**src/verilog/llr_pkg.sv**
```systemverilog
package llr_pkg;
    localparam int LVL_W = 16;
    localparam int ADDR_W = 8;
    localparam int NUM_IRQ = 4;

    // Register byte offsets
    localparam logic [7:0] ADDR_CTRL = 8'h00;
    localparam logic [7:0] ADDR_PAIR1_CFG = 8'h04;
    localparam logic [7:0] ADDR_PAIR2_CFG = 8'h08;
    localparam logic [7:0] ADDR_PAIR1_LIM = 8'h0C;
    localparam logic [7:0] ADDR_PAIR2_LIM = 8'h10;
    localparam logic [7:0] ADDR_STATUS = 8'h14;
    localparam logic [7:0] ADDR_IRQ_STAT = 8'h18;
    localparam logic [7:0] ADDR_IRQ_MASK = 8'h1C;

    // Alarm output selection
    localparam logic [1:0] ALM_LOW = 2'h0;
    localparam logic [1:0] ALM_HIGH = 2'h1;
    localparam logic [1:0] ALM_HOLD = 2'h2;
    // Channel, routing, mode, failsafe and fault response codes
    localparam logic [1:0] CHAN_1 = 2'h1;
    localparam logic [1:0] CHAN_2 = 2'h2;
    localparam logic [2:0] MODE_PRESS = 3'h3;
    localparam logic FS_MIN = 1'b0;
    localparam logic FS_MAX = 1'b1;
    localparam logic RESP_DEENERGISE = 1'b0;
    localparam logic RESP_FOLLOW = 1'b1;

    // Analogue output in 0.1 percent of range
    localparam logic [15:0] AO_ALARM_LOW = 16'hFF9C;
    localparam logic [15:0] AO_ALARM_HIGH = 16'h044C;
    localparam logic [15:0] AO_RST = 16'h0000;

    // Interrupt and status bit positions
    localparam int IRQ_FAULT_SET = 0;
    localparam int IRQ_FAULT_CLR = 1;
    localparam int IRQ_PAIR1 = 2;
    localparam int IRQ_PAIR2 = 3;
    localparam int ST_FAULT = 0;
    localparam int ST_ALARM_RELAY = 1;
    localparam int ST_PAIR1 = 2;
    localparam int ST_PAIR2 = 3;

    typedef struct packed {
        logic ch2_signal_range_sel;
        logic ch1_signal_range_sel;
        logic [1:0] ch2_alarm_output_sel;
        logic [1:0] ch1_alarm_output_sel;
        logic [1:0] output2_route_sel;
        logic [2:0] op_mode;
    } llr_ctrl_t;

    typedef struct packed {
        logic [1:0] channel_sel;
        logic fault_response;
        logic failsafe_sel;
    } llr_pair_cfg_t;

    typedef struct packed {
        logic [15:0] hysteresis;
        logic [15:0] switch_point;
    } llr_pair_lim_t;

    localparam llr_ctrl_t CTRL_RST = '{1'b0, 1'b0, ALM_HIGH, ALM_HIGH, CHAN_2, 3'h0};
    localparam llr_pair_cfg_t PAIR1_CFG_RST = '{CHAN_1, RESP_DEENERGISE, FS_MIN};
    localparam llr_pair_cfg_t PAIR2_CFG_RST = '{CHAN_2, RESP_DEENERGISE, FS_MIN};
    localparam llr_pair_lim_t LIM_RST = '{16'h0000, 16'h0000};
endpackage : llr_pkg

```
**src/verilog/llr_alarm_relay.sv**
```systemverilog
// Notes on behaviour
// - On fault each output goes to -10%, +110% or holds, per its alarm setting
// - Hold setting still drops alarm relay and lights its LED on fault
// - In mode 3 output 2 follows channel 1 or 2 per routing setting
// - Alarm relay always de-energises while a fault is present
// - Four limit relays form two pairs; both relays of a pair switch together
// - Each pair compares its channel level with its own switch point
// - Minimum mode: pair de-energises when level falls below switch point
// - Maximum mode: pair de-energises when level rises above switch point
// - Outside a fault, pair re-energises only after level moves back past the hysteresis
// - On fault a pair de-energises, or follows the output alarm, per setting
// - Following: -10% drops min, energises max; +110% the reverse
// - Each pair takes channel 1 or 2; both may share one channel
// - Limit LED lit when energised; alarm LED lit when alarm relay de-energised
//
// The register addresses and the APB slave port were decided locally.
`timescale 1ns/10ps
module llr_alarm_relay (
    input wire logic pclk,
    input wire logic presetn,
    input wire logic psel,
    input wire logic penable,
    input wire logic pwrite,
    input wire logic [llr_pkg::ADDR_W-1:0] paddr,
    input wire logic [31:0] pwdata,
    output logic [31:0] prdata,
    output logic pready,
    output logic pslverr,
    input wire logic fault_in,
    input wire logic [llr_pkg::LVL_W-1:0] ch1_level,
    input wire logic [llr_pkg::LVL_W-1:0] ch2_level,
    input wire logic [llr_pkg::LVL_W-1:0] ch1_span,
    input wire logic [llr_pkg::LVL_W-1:0] ch2_span,
    output logic [llr_pkg::LVL_W-1:0] ao1_value,
    output logic [llr_pkg::LVL_W-1:0] ao2_value,
    output logic [1:0] relay_a,
    output logic [1:0] relay_b,
    output logic [1:0] relay_led,
    output logic alarm_relay,
    output logic alarm_led,
    output logic irq
);
    import llr_pkg::*;

    llr_ctrl_t ctrl_reg;
    llr_pair_cfg_t cfg_reg [2];
    llr_pair_lim_t lim_reg [2];
    logic [NUM_IRQ-1:0] irq_stat_reg;
    logic [NUM_IRQ-1:0] irq_mask_reg;
    logic [NUM_IRQ-1:0] events;
    logic [NUM_IRQ-1:0] w1c;
    logic fault_q_reg;
    logic [1:0] relay_reg;
    logic [1:0] relay_next;
    logic [LVL_W-1:0] ao1_reg;
    logic [LVL_W-1:0] ao2_reg;
    logic [LVL_W-1:0] ao1_next;
    logic [LVL_W-1:0] ao2_next;
    logic alarm_relay_reg;
    logic alarm_led_reg;
    logic irq_reg;
    logic [31:0] prdata_reg;
    logic pready_reg;
    logic pslverr_reg;
    logic setup;
    logic wr_en;

    function automatic logic signed [17:0] sx(input logic [15:0] v);
        sx = {v[15], v[15], v};
    endfunction : sx

    function automatic logic addr_hit(input logic [ADDR_W-1:0] a);
        case (a)
            ADDR_CTRL, ADDR_PAIR1_CFG, ADDR_PAIR2_CFG, ADDR_PAIR1_LIM,
            ADDR_PAIR2_LIM, ADDR_STATUS, ADDR_IRQ_STAT, ADDR_IRQ_MASK: addr_hit = 1'b1;
            default: addr_hit = 1'b0;
        endcase
    endfunction : addr_hit

    // APB slave, one-cycle access phase
    assign setup = psel & ~penable;
    assign wr_en = psel & penable & pready_reg & pwrite;
    assign w1c = (wr_en && paddr == ADDR_IRQ_STAT) ? pwdata[NUM_IRQ-1:0] : '0;

    always_ff @(posedge pclk or negedge presetn) begin
        if (!presetn) begin
            pready_reg <= 1'b0;
            pslverr_reg <= 1'b0;
            prdata_reg <= 32'h00000000;
        end else begin
            pready_reg <= setup;
            pslverr_reg <= setup & ~addr_hit(paddr);
            prdata_reg <= 32'h00000000;
            if (setup && !pwrite) begin
                case (paddr)
                    ADDR_CTRL: prdata_reg <= {21'h000000, ctrl_reg};
                    ADDR_PAIR1_CFG: prdata_reg <= {28'h0000000, cfg_reg[0]};
                    ADDR_PAIR2_CFG: prdata_reg <= {28'h0000000, cfg_reg[1]};
                    ADDR_PAIR1_LIM: prdata_reg <= lim_reg[0];
                    ADDR_PAIR2_LIM: prdata_reg <= lim_reg[1];
                    ADDR_STATUS: prdata_reg <= {28'h0000000, relay_reg, alarm_relay_reg,
                                                fault_q_reg};
                    ADDR_IRQ_STAT: prdata_reg <= {28'h0000000, irq_stat_reg};
                    ADDR_IRQ_MASK: prdata_reg <= {28'h0000000, irq_mask_reg};
                    default: prdata_reg <= 32'h00000000;
                endcase
            end
        end
    end

    // Configuration registers
    always_ff @(posedge pclk or negedge presetn) begin
        if (!presetn) begin
            ctrl_reg <= CTRL_RST;
            cfg_reg[0] <= PAIR1_CFG_RST;
            cfg_reg[1] <= PAIR2_CFG_RST;
            lim_reg[0] <= LIM_RST;
            lim_reg[1] <= LIM_RST;
            irq_mask_reg <= '0;
        end else if (wr_en) begin
            case (paddr)
                ADDR_CTRL: ctrl_reg <= pwdata[$bits(llr_ctrl_t)-1:0];
                ADDR_PAIR1_CFG: cfg_reg[0] <= pwdata[$bits(llr_pair_cfg_t)-1:0];
                ADDR_PAIR2_CFG: cfg_reg[1] <= pwdata[$bits(llr_pair_cfg_t)-1:0];
                ADDR_PAIR1_LIM: lim_reg[0] <= pwdata;
                ADDR_PAIR2_LIM: lim_reg[1] <= pwdata;
                ADDR_IRQ_MASK: irq_mask_reg <= pwdata[NUM_IRQ-1:0];
                default: ;
            endcase
        end
    end

    // Analogue outputs
    always_comb begin
        ao1_next = ch1_span;
        ao2_next = ch2_span;
        if (ctrl_reg.op_mode == MODE_PRESS && ctrl_reg.output2_route_sel == CHAN_1) begin
            ao2_next = ch1_span;
        end
        if (fault_in) begin
            case (ctrl_reg.ch1_alarm_output_sel)
                ALM_LOW: ao1_next = AO_ALARM_LOW;
                ALM_HIGH: ao1_next = AO_ALARM_HIGH;
                default: ao1_next = ao1_reg;
            endcase
            case (ctrl_reg.ch2_alarm_output_sel)
                ALM_LOW: ao2_next = AO_ALARM_LOW;
                ALM_HIGH: ao2_next = AO_ALARM_HIGH;
                default: ao2_next = ao2_reg;
            endcase
        end
    end

    always_ff @(posedge pclk or negedge presetn) begin
        if (!presetn) begin
            ao1_reg <= AO_RST;
            ao2_reg <= AO_RST;
        end else begin
            ao1_reg <= ao1_next;
            ao2_reg <= ao2_next;
        end
    end

    // Limit relay pairs
    for (genvar p = 0; p < 2; p++) begin : g_pair
        logic signed [17:0] lvl;
        logic signed [17:0] sp;
        logic signed [17:0] up;
        logic signed [17:0] dn;
        logic [1:0] asel;
        assign lvl = (cfg_reg[p].channel_sel == CHAN_2) ? sx(ch2_level) : sx(ch1_level);
        assign asel = (cfg_reg[p].channel_sel == CHAN_2) ? ctrl_reg.ch2_alarm_output_sel
                                                         : ctrl_reg.ch1_alarm_output_sel;
        assign sp = sx(lim_reg[p].switch_point);
        assign up = sp + $signed({2'b00, lim_reg[p].hysteresis});
        assign dn = sp - $signed({2'b00, lim_reg[p].hysteresis});

        always_comb begin
            relay_next[p] = relay_reg[p];
            if (fault_in) begin
                if (cfg_reg[p].fault_response == RESP_DEENERGISE) begin
                    relay_next[p] = 1'b0;
                end else begin
                    case (asel)
                        ALM_LOW: relay_next[p] = (cfg_reg[p].failsafe_sel == FS_MAX);
                        ALM_HIGH: relay_next[p] = (cfg_reg[p].failsafe_sel == FS_MIN);
                        default: relay_next[p] = relay_reg[p];
                    endcase
                end
            end else if (cfg_reg[p].failsafe_sel == FS_MIN) begin
                if (relay_reg[p] && lvl < sp) begin
                    relay_next[p] = 1'b0;
                end else if (!relay_reg[p] && lvl > up) begin
                    relay_next[p] = 1'b1;
                end
            end else begin
                if (relay_reg[p] && lvl > sp) begin
                    relay_next[p] = 1'b0;
                end else if (!relay_reg[p] && lvl < dn) begin
                    relay_next[p] = 1'b1;
                end
            end
        end

    end

    always_ff @(posedge pclk or negedge presetn) begin
        if (!presetn) begin
            relay_reg <= 2'h0;
        end else begin
            relay_reg <= relay_next;
        end
    end

    always_ff @(posedge pclk or negedge presetn) begin
        if (!presetn) begin
            alarm_relay_reg <= 1'b0;
            alarm_led_reg <= 1'b1;
            fault_q_reg <= 1'b0;
        end else begin
            alarm_relay_reg <= ~fault_in;
            alarm_led_reg <= fault_in;
            fault_q_reg <= fault_in;
        end
    end

    // Sticky interrupt status, set beats clear
    assign events[IRQ_FAULT_SET] = fault_in & ~fault_q_reg;
    assign events[IRQ_FAULT_CLR] = ~fault_in & fault_q_reg;
    assign events[IRQ_PAIR1] = relay_next[0] ^ relay_reg[0];
    assign events[IRQ_PAIR2] = relay_next[1] ^ relay_reg[1];

    always_ff @(posedge pclk or negedge presetn) begin
        if (!presetn) begin
            irq_stat_reg <= '0;
            irq_reg <= 1'b0;
        end else begin
            irq_stat_reg <= (irq_stat_reg & ~w1c) | events;
            irq_reg <= |(irq_stat_reg & irq_mask_reg);
        end
    end

    assign prdata = prdata_reg;
    assign pready = pready_reg;
    assign pslverr = pslverr_reg;
    assign ao1_value = ao1_reg;
    assign ao2_value = ao2_reg;
    assign relay_a = relay_reg;
    assign relay_b = relay_reg;
    assign relay_led = relay_reg;
    assign alarm_relay = alarm_relay_reg;
    assign alarm_led = alarm_led_reg;
    assign irq = irq_reg;
endmodule : llr_alarm_relay

```
**config.mk**
```make
export PLATFORM = sky130hd
export DESIGN_NAME = llr_alarm_relay
export DESIGN_NICKNAME = d
export VERILOG_FILES = /design/src/verilog/llr_pkg.sv /design/src/verilog/llr_alarm_relay.sv
export SDC_FILE = /design/constraint.sdc
export NUM_CORES = 1
export LEC_CHECK = 0
export BUFFER_PORTS_ARGS = -buffer_cell sky130_fd_sc_hd__buf_4
export CORE_ASPECT_RATIO = 0.6
export CORE_UTILIZATION = 57
export DETAILED_ROUTE_END_ITERATION = 16
export HOLD_SLACK_MARGIN = 0.03
export PLACE_DENSITY_LB_ADDON = 0.3
export RECOVER_POWER = 100
export SYNTH_ARGS = -nofsm -noshare
export SYNTH_HDL_FRONTEND = slang
export SYNTH_SLANG_ARGS = --single-unit
```
**constraint.sdc**
```tcl
create_clock -name pclk -period 12.9 [get_ports pclk]
set_input_delay 2.58 -clock pclk [delete_from_list [all_inputs] [get_ports pclk]]
set_output_delay 2.58 -clock pclk [all_outputs]
set_load 0.03 [all_outputs]
```
Word level (Yosys, flattened, before mapping)
Memory sizes are Yosys's and may differ from the RTL's.
Index checks and enable logic that the tools add are counted.
{"block": "totals", "ramBits": 0, "elab_cells": 133, "in_bits": 110, "memories": 1, "romBits": 32, "latch_bits": 0, "output_inout_bits": 75, "regBits": 163}
{"block": "classes", "n_bitwise": 19, "reduce_logical": 27, "n_lt_le_gt_ge": 8, "n_addsub": 4, "div": 0, "n_mux": 29, "shifts": 0, "mul": 0, "n_eq_ne": 17}
{"memory": "(name not given)", "words": 32, "word_bits": 1, "rd": 1, "rd_clocked_by_memory_dff": 0, "wr": 0, "line_no": "llr_alarm_relay.sv:73", "source": "case (a)"}
{"operator": "$pmux W32 S8", "n": 1}
{"operator": "$pmux W16 S2", "n": 2}
{"operator": "$mux W16", "n": 3}
{"operator": "$add A16 B17 Y18", "n": 2}
{"operator": "$gt A18 B16 Y1", "n": 2}
{"operator": "$gt A18 B18 Y1", "n": 2}
{"operator": "$lt A18 B16 Y1", "n": 2}
{"operator": "$lt A18 B18 Y1", "n": 2}
{"operator": "$mux W18", "n": 2}
{"operator": "$sub A16 B17 Y18", "n": 2}
{"operator": "$eq A8 B5 Y1 const B", "n": 4}
{"operator": "$mux W32", "n": 1}
{"operator": "$eq A8 B4 Y1 const B", "n": 2}
{"operator": "$mux W1", "n": 15}
{"operator": "$reduce_and A2 Y1", "n": 6}
{"operator": "$logic_and A1 B1 Y1", "n": 11}
{"operator": "$eq A2 B1 Y1 const B", "n": 5}
{"operator": "$and A4 B4 Y4", "n": 2}
{"operator": "$eq A8 B3 Y1 const B", "n": 1}
{"operator": "$logic_not A2 Y1", "n": 4}
{"operator": "$logic_not A8 Y1", "n": 1}
{"operator": "$and A1 B1 Y1", "n": 7}
{"operator": "$ne A3 B1 Y1 const B", "n": 2}
{"operator": "$not A1 Y1", "n": 6}
{"operator": "other kinds (11)", "n": 17}

Longest topological paths before layout
Gate-level depths: netlist (run 1).
{"block": "depth", "ltp_word": 10, "mapped_depth": 21, "ltp_nobuf": 21}

Worst setup path before layout (run 1)
OpenSTA, ideal clock, no wires.
{"block": "synth_timing", "path_type": "in2reg", "start": "in ch1_level[5] (netlist name)", "end": "reg irq_stat_reg[2]", "n_path_buf": 0, "arrival_ns": 4.828, "required_ns": 12.775, "setup_time_ns": 0.125, "slack_ns": 7.947, "path_stages": 10, "path_cell_list": "mux2_2 -> ha_1 -> nand2_1 -> o21ai_0 -> a221o_1 -> a211oi_1 -> mux2_1 -> a211o_1 -> a31o_2 -> mux2i_1"}
{"block": "synth_between", "elab_chain_len": 9, "elab_cells_between_ends": 17, "cone_classes": "order compare: 4; mux: 7; bitwise: 2; reduce/logical: 4"}
{"item": "from (decl)", "line_no": "llr_alarm_relay.sv:30", "source": "input wire logic [llr_pkg::LVL_W-1:0] ch1_level,"}
{"item": "$mux W18 *", "line_no": "llr_alarm_relay.sv:171", "source": "assign lvl = (cfg_reg[p].channel_sel == CHAN_2) ? sx(ch2_level) : sx(ch1_level);"}
{"item": "$gt A18 B18 Y1 / $lt A18 B18 Y1 (equally long branches)", "line_no": "llr_alarm_relay.sv:193, llr_alarm_relay.sv:199"}
{"item": "$logic_and A1 B1 Y1, on equally long branches", "line_no": "llr_alarm_relay.sv:193, llr_alarm_relay.sv:199"}
{"item": "$mux W1, on equally long branches", "line_no": "llr_alarm_relay.sv:193, llr_alarm_relay.sv:199"}
{"item": "$mux W1, on equally long branches", "line_no": "llr_alarm_relay.sv:191, llr_alarm_relay.sv:197"}
{"item": "$mux W1 *", "line_no": "llr_alarm_relay.sv:190", "source": "end else if (cfg_reg[p].failsafe_sel == FS_MIN) begin"}
{"item": "$mux W1 *", "line_no": "llr_alarm_relay.sv:180", "source": "if (fault_in) begin"}
{"item": "named net relay_next[0]", "line_no": "llr_alarm_relay.sv:54", "source": "logic [1:0] relay_next;"}
{"item": "$xor A1 B1 Y1 *", "line_no": "llr_alarm_relay.sv:230", "source": "assign events[IRQ_PAIR1] = relay_next[0] ^ relay_reg[0];"}
{"item": "$or A4 B4 Y4 *", "line_no": "llr_alarm_relay.sv:238", "source": "irq_stat_reg <= (irq_stat_reg & ~w1c) | events;"}
{"item": "to (signal assigned)", "line_no": "llr_alarm_relay.sv:238"}
{"item": "to (decl)", "line_no": "llr_alarm_relay.sv:48", "source": "logic [NUM_IRQ-1:0] irq_stat_reg;"}
The timed path passes the listed nets; every way through them passes the cells marked *.
A chain may end at the register's enable or synchronous reset.

Worst setup path after layout (run 1)
{"block": "layout_timing", "start": "in paddr[1] (netlist name)", "end": "reg lim_reg[16] (netlist name)"}
{"block": "layout_between", "elab_chain_len": 2}
{"item": "from (decl)", "line_no": "llr_alarm_relay.sv:24", "source": "input wire logic [llr_pkg::ADDR_W-1:0] paddr,"}
{"item": "$eq A8 B5 Y1", "line_no": "llr_alarm_relay.sv:121", "source": "case (paddr)"}
{"item": "$reduce_and A2 Y1 (no line)"}
{"item": "to (decl)", "line_no": "llr_alarm_relay.sv:47", "source": "llr_pair_lim_t lim_reg [2];"}
No other way between the ends.

==> impl_metrics.json, run 1 <==
{
  "postCtsResizedCells": 0,
  "critPathLaunchType": "primary input",
  "drive_gt1_share_pct": 16.5,
  "fin_tns_setup_ps": 0,
  "syn_area_mm2": 0.0126,
  "synthToLayoutAreaGrowth_pct": 14.0,
  "ant_nets": 0,
  "fmax_ghz": 0.139,
  "synth_compound_area_share_pct": 17.2,
  "drt_pass1_iterations": 6,
  "grt_max_degree": 102,
  "p_leak_nw": 6.59,
  "io_pins": 185,
  "multiInputGateArea_mm2": 0.00780,
  "diodes": 0,
  "critPathRequiredTime_ps": 13210,
  "final_hold_viol_count": 0,
  "synth_top_family_by_area": "adder cells",
  "worstSkewPairLatency_ps": 440,
  "drcViolationCount": 0,
  "ys_seq_area_share_pct": 32.5,
  "rows": 41,
  "powerDensity_mw_per_mm2": 85.9,
  "yosys_most_used_dff": "dfrtp_1",
  "numPortBuffers": 184,
  "gr-total-overflow": 0,
  "total_power_w": 0.00123,
  "fill_cells": 1747,
  "wirelength_mm": 38.3,
  "avgRoutedWirePerCell_um": 21.2,
  "cts_buffer_depth": 2,
  "postSynthAreaPerCell_um2": 9.17,
  "ys_ff_latch": 163,
  "yosysWarnings": 0,
  "peakVddDrop_v": 0.0000850,
  "htreeDepth": 4,
  "core_mm2": 0.0213,
  "cts.sink_count": 163,
  "antenna_found_initial": 0,
  "setup_violations": 0,
  "vias": 11161,
  "synthCells": 1372,
  "via_per_inst": 6.19,
  "slew_headroom_pct": -264,
  "worst-path-max-fanout": 63,
  "crit_type": "in2reg",
  "die_h_um": 117,
  "dieArea_mm2": 0.0227,
  "ctsRootBufferMaster": "clkbuf_16",
  "cts_tree": "built",
  "finClkSkew_ps": 14.8,
  "drtIter0Drc": 1360,
  "worst-slew-pin-transition_ps": 5470,
  "hold_class": "reg2reg",
  "fin_area_mm2": 0.0143,
  "yosys-top-cells-count": "ha_1, dfrtp_1, inv_1",
  "synthMostInstantiatedCell": "ha_1",
  "yosys-top-cells-area": "dfrtp_1, ha_1, mux2_2, a21oi_1, inv_1",
  "post-route-min-period_ps": 7210,
  "netlist.area_leader.share_pct": 31.2,
  "grt_pass1_vias": 10522,
  "clk_pin_slew_ps": 70,
  "maxSlewViolCount": 354,
  "finalCritPeriodShare_pct": 55.9,
  "nets": 1796,
  "grt_usage_pct": 33.5,
  "synth_simple_gate_area_share_pct": 13.7,
  "grt_pass1_wl_mm": 57.9,
  "synth_mux_area_share_pct": 9.59,
  "post_synth_fa_ha_maj_area_fraction_pct": 17.5,
  "cp-end-kind": "register",
  "syn_nets": 1656,
  "cpMaxStageDelayCell": "and2_0",
  "worstPathArrival_ps": 7520,
  "hold_buffers": 0,
  "die_w_um": 194,
  "max_stage_delay_ps": 2300,
  "start_util_pct": 59.0,
  "placed_area_mm2": 0.0141,
  "rsz0062_at_grt": "no",
  "crit_chain": "clkbuf_4 -> nor3_1 -> and2_0 -> and3_1 -> clkbuf_1 -> and2_0 -> mux2_2",
  "synth-xor-area-share_pct": 3.97,
  "cts_setup_buffers": 0,
  "status": "finished with violations",
  "gp_congestion": 0.933,
  "hold_ws_ps": 506,
  "synth-async-reset-ratio_pct": 100,
  "synth-edff-count": 0,
  "cts-buffers-inserted": 17,
  "cp_common_cell": "and2_0",
  "yosys.area.top_type": "dfrtp_1",
  "drv_cap": 7,
  "ff_latch_area_mm2": 0.00409,
  "dp_hpwl_mm": 29.6,
  "violations": "capacitance limit, slew limit",
  "final_core_util_pct": 67.2,
  "yosysUniqueCellTypes": 75
}
==> routing by layer <==
layer,GRT usage (%),vias up,wire (um)
li1,-,5147,-
met1,49.3,5411,17700
met2,47.2,551,15700
met3,10.7,52,4210
met4,8.27,0,629
met5,0,-,0
==> critical path, delay by kind of cell <==
family | cells | cell delay, ps
AND/OR/NAND/NOR | 4 | 3060
buffers and inverters | 2 | 1380
multiplexers | 1 | 480
==> area by class of cell <==
class	instances	area share [%]
sequential	163	28.5
clock buffer	20	3.11
timing repair buffer	190	7.82
multi-input combinational	1030	54.4
inverter	110	2.88
clock inverter	12	0.855
tap	279	2.43
==> power by group <==
part / total [W] / internal (W) / switching (W)
Combinational: 0.000201 / 0.0000818 / 0.000119
Sequential: 0.000528 / 0.000519 / 0.00000857
Clock: 0.000503 / 0.000275 / 0.000228
==> per-stage QoR <==
step / setup WS, ps / cells
6_report: 5690 / 1804
5_1_grt: 4650 / 1804
4_1_cts: 7930 / 1804
3_5_place_dp: 7520 / 1772
3_3_place_gp: 7600 / 1772
2_1_floorplan: 7950 / 1372
==> path summary, 6_finish.rpt <==
| path | start | endpoint | slack, ps | depth (start not counted) |
|---|---|---|---|---|
| worst min register to register | ao1_value[10]$_DFFE_PN0P_ | ao1_value[10]$_DFFE_PN0P_ | 510 | 1 |
| worst max register to register | lim_reg[17]$_DFFE_PN0P_ | irq_stat_reg[3]$_DFF_PN0_ | 7960 | 19 |
| max in group asynchronous | presetn | prdata[27]$_DFF_PN0_ | 5710 | 1 |
| min in group asynchronous | presetn | ao2_value[4]$_DFFE_PN0P_ | 4140 | 1 |
| worst min-delay path | ao1_value[10]$_DFFE_PN0P_ | ao1_value[10]$_DFFE_PN0P_ | 510 | 1 |
| worst max-delay path | paddr[1] | lim_reg[16]$_DFFE_PN0P_ | 5690 | 7 |
==> cell families (layout without fill, tap and decap cells) <==
family / Yosys count / in the layout
buf+inv: 179 / 332
compound gates: 326 / 326
flops: 163 / 163
xor+xnor: 57 / 57
fa+ha+maj: 174 / 174
mux: 108 / 108
simple gates: 365 / 365
==> placed cells by master, fill, tap and decap left out, types with 39 or more instances in the layout <==
cell type  count
o21ai_0       64
mux2_2        89
nand2_1      108
dfrtp_1      157
xnor2_1       39
nor2_1       105
a21oi_1       90
inv_1        109
buf_4        107
ha_1         170
clkbuf_1      83
Note: power is estimated with default switching activity, not from simulation.
==> inputs of run 2 (changes only) <==
==> constraint.sdc (replaced) <==
create_clock -name pclk -period 6.7 [get_ports pclk]
set_input_delay 1.34 -clock pclk [delete_from_list [all_inputs] [get_ports pclk]]
set_output_delay 1.34 -clock pclk [all_outputs]
set_load 0.03 [all_outputs]
==> run 2 against run 1 <==
Net effect: clock power grew 110%; the run still ends with capacitance limit, slew limit left; worst setup slack lost 4300 ps; global-route usage grew 1.0 points; die area is the same.
==> impl_metrics.json, run 2 (synthesized netlist as in run 1, its figures left out) <==
{
  "reg2reg_to": "irq_stat_reg[2]$_DFF_PN0_",
  "worstSkewPairLatency_ps": 440,
  "core_mm2": 0.0213,
  "finClkSkew_ps": 11.4,
  "hold_buffers": 0,
  "rsz0062_at_grt": "no",
  "crit_type": "in2reg",
  "whs_endpoint": "ao1_value[3]$_DFFE_PN0P_",
  "fmax_ghz": 0.188,
  "antenna_found_initial": 0,
  "diodes": 0,
  "numPortBuffers": 184,
  "timing.critical_path.buf_inv": 2,
  "gp_congestion": 0.965,
  "wirelength_mm": 38.9,
  "synthToLayoutAreaGrowth_pct": 14.3,
  "maxSlewViolCount": 314,
  "critPathLaunchType": "primary input",
  "reg2reg_setup_slack_ps": 2110,
  "hp-start": "ao1_value[3]$_DFFE_PN0P_",
  "worst-slew-pin-transition_ps": 3250,
  "die_h_um": 117,
  "cts.sink_count": 163,
  "regToRegStartpoint": "g_pair[0].sp[2]$_DFFE_PN0P_",
  "powerDensity_mw_per_mm2": 171,
  "grt_max_degree": 104,
  "multiInputGateArea_mm2": 0.00780,
  "cp-end-kind": "register",
  "clk_pin_slew_ps": 70,
  "grt_pass1_vias": 10467,
  "p_leak_nw": 6.61,
  "dp_hpwl_mm": 30.2,
  "start_util_pct": 59.0,
  "status": "finished with violations",
  "drv_cap": 7,
  "io_pins": 185,
  "cp_top_family": "simple AND/OR/NAND/NOR gates",
  "htreeDepth": 4,
  "hold_ws_ps": 508,
  "finalCritPeriodShare_pct": 79.3,
  "critPathRequiredTime_ps": 7030,
  "post-route-min-period_ps": 5310,
  "drcViolationCount": 0,
  "rows": 41,
  "dieArea_mm2": 0.0227,
  "crit_chain": "clkbuf_4 -> nor3_1 -> and2_0 -> and3_1 -> clkbuf_1 -> and2_1 -> nand2_1 -> o21ai_0",
  "avgRoutedWirePerCell_um": 21.6,
  "grt_pass1_wl_mm": 59.1,
  "setup_violations": 0,
  "reg2regPathDepth": 17,
  "gr-total-overflow": 0,
  "drtIter0Drc": 1403,
  "vias": 11188,
  "die_w_um": 194,
  "cts_tree": "built",
  "ff_latch_area_mm2": 0.00409,
  "fill_cells": 1760,
  "cts-buffers-inserted": 17,
  "ant_nets": 0,
  "via_per_inst": 6.21,
  "cpMaxStageDelayCell": "and2_1",
  "final_hold_viol_count": 0,
  "hold_depth": 1,
  "postCtsResizedCells": 0,
  "max_stage_delay_ps": 1670,
  "fin_tns_setup_ps": 0,
  "cts_setup_buffers": 0,
  "peakVddDrop_v": 0.000185,
  "worst-path-max-fanout": 63,
  "nets": 1795,
  "cts_buffer_depth": 2,
  "violations": "capacitance limit, slew limit",
  "worstPathArrival_ps": 5650,
  "final_cell_mix": "ha_1, dfrtp_1, inv_1",
  "slew_headroom_pct": -117,
  "drive_gt1_share_pct": 16.3,
  "ctsRootBufferMaster": "clkbuf_16",
  "layout_commonest_cell": "ha_1",
  "drt_pass1_iterations": 9,
  "grt_usage_pct": 34.5,
  "hold_class": "reg2reg"
}
[run 2: how the worst max path moves through the flow]
stage / start / endpoint / slack (ps) / cells after the start
finish: paddr[1] / lim_reg[17]$_DFFE_PN0P_ / 1390 / 8
global route: paddr[1] / lim_reg[17]$_DFFE_PN0P_ / 1110 / 8
CTS: g_pair[0].sp[0]$_DFFE_PN0P_ / irq_stat_reg[2]$_DFF_PN0_ / 2170 / 18
detailed placement: g_pair[0].sp[0]$_DFFE_PN0P_ / irq_stat_reg[2]$_DFF_PN0_ / 2170 / 18
global placement: lim_reg[49]$_DFFE_PN0P_ / irq_stat_reg[2]$_DFF_PN0_ / 2330 / 18
floorplan: g_pair[1].sp[0]$_DFFE_PN0P_ / irq_stat_reg[3]$_DFF_PN0_ / 2660 / 20
[run 2: final cells by class]
type / count / share of cell area, %
well taps: 279 / 2.43
multi-input cells: 1030 / 54.2
clock inverters: 12 / 1.27
flip-flops and latches: 163 / 28.4
clock buffers: 19 / 3.01
inverters: 110 / 2.87
repair buffers: 189 / 7.80
[run 2: worst register-to-register path, stage by stage, from the launching register on]
cell      delay, ps
dfrtp_1         450
ha_1            420
nand2b_1        200
a221oi_1        450
o221ai_1        270
a31oi_1         290
a221o_1         300
a21o_1          140
a21oi_1          80
xnor2_1         150
ha_1            320
nand4_1         130
a21oi_1          70
a211oi_1        250
mux2_1          360
a211o_1         290
a31o_2          210
mux2i_1         110
[run 2: where the power goes]
| group | internal, W | switching (W) | total (W) |
|---|---|---|---|
| sequential | 0.00100 | 0.0000168 | 0.00102 |
| combinational | 0.000158 | 0.000227 | 0.000384 |
| clock | 0.000624 | 0.000430 | 0.00105 |
| total | 0.00178 | 0.000673 | 0.00246 |
[run 2: layer usage]
metal / vias up / GRT usage (%) / routed length (um)
met2: 520 / 47.1 / 15400
met1: 5461 / 51.1 / 18100
met4: 0 / 8.11 / 624
li1: 5158 / - / -
met5: - / 0 / 0
met3: 49 / 12.5 / 4800
[run 2: metrics by stage]
step,setup slack (ps),instances,util (%),total power (W),instance area (um^2)
after floorplan,2660,1372,-,0.00126,12600
after global placement,2330,1771,66.0,0.00141,14100
after detailed placement,2170,1771,66.0,0.00142,14100
after CTS,2170,1802,68.8,0.00246,14700
after global routing,1110,1802,67.4,0.00254,14400
final,1390,1802,67.4,0.00246,14400
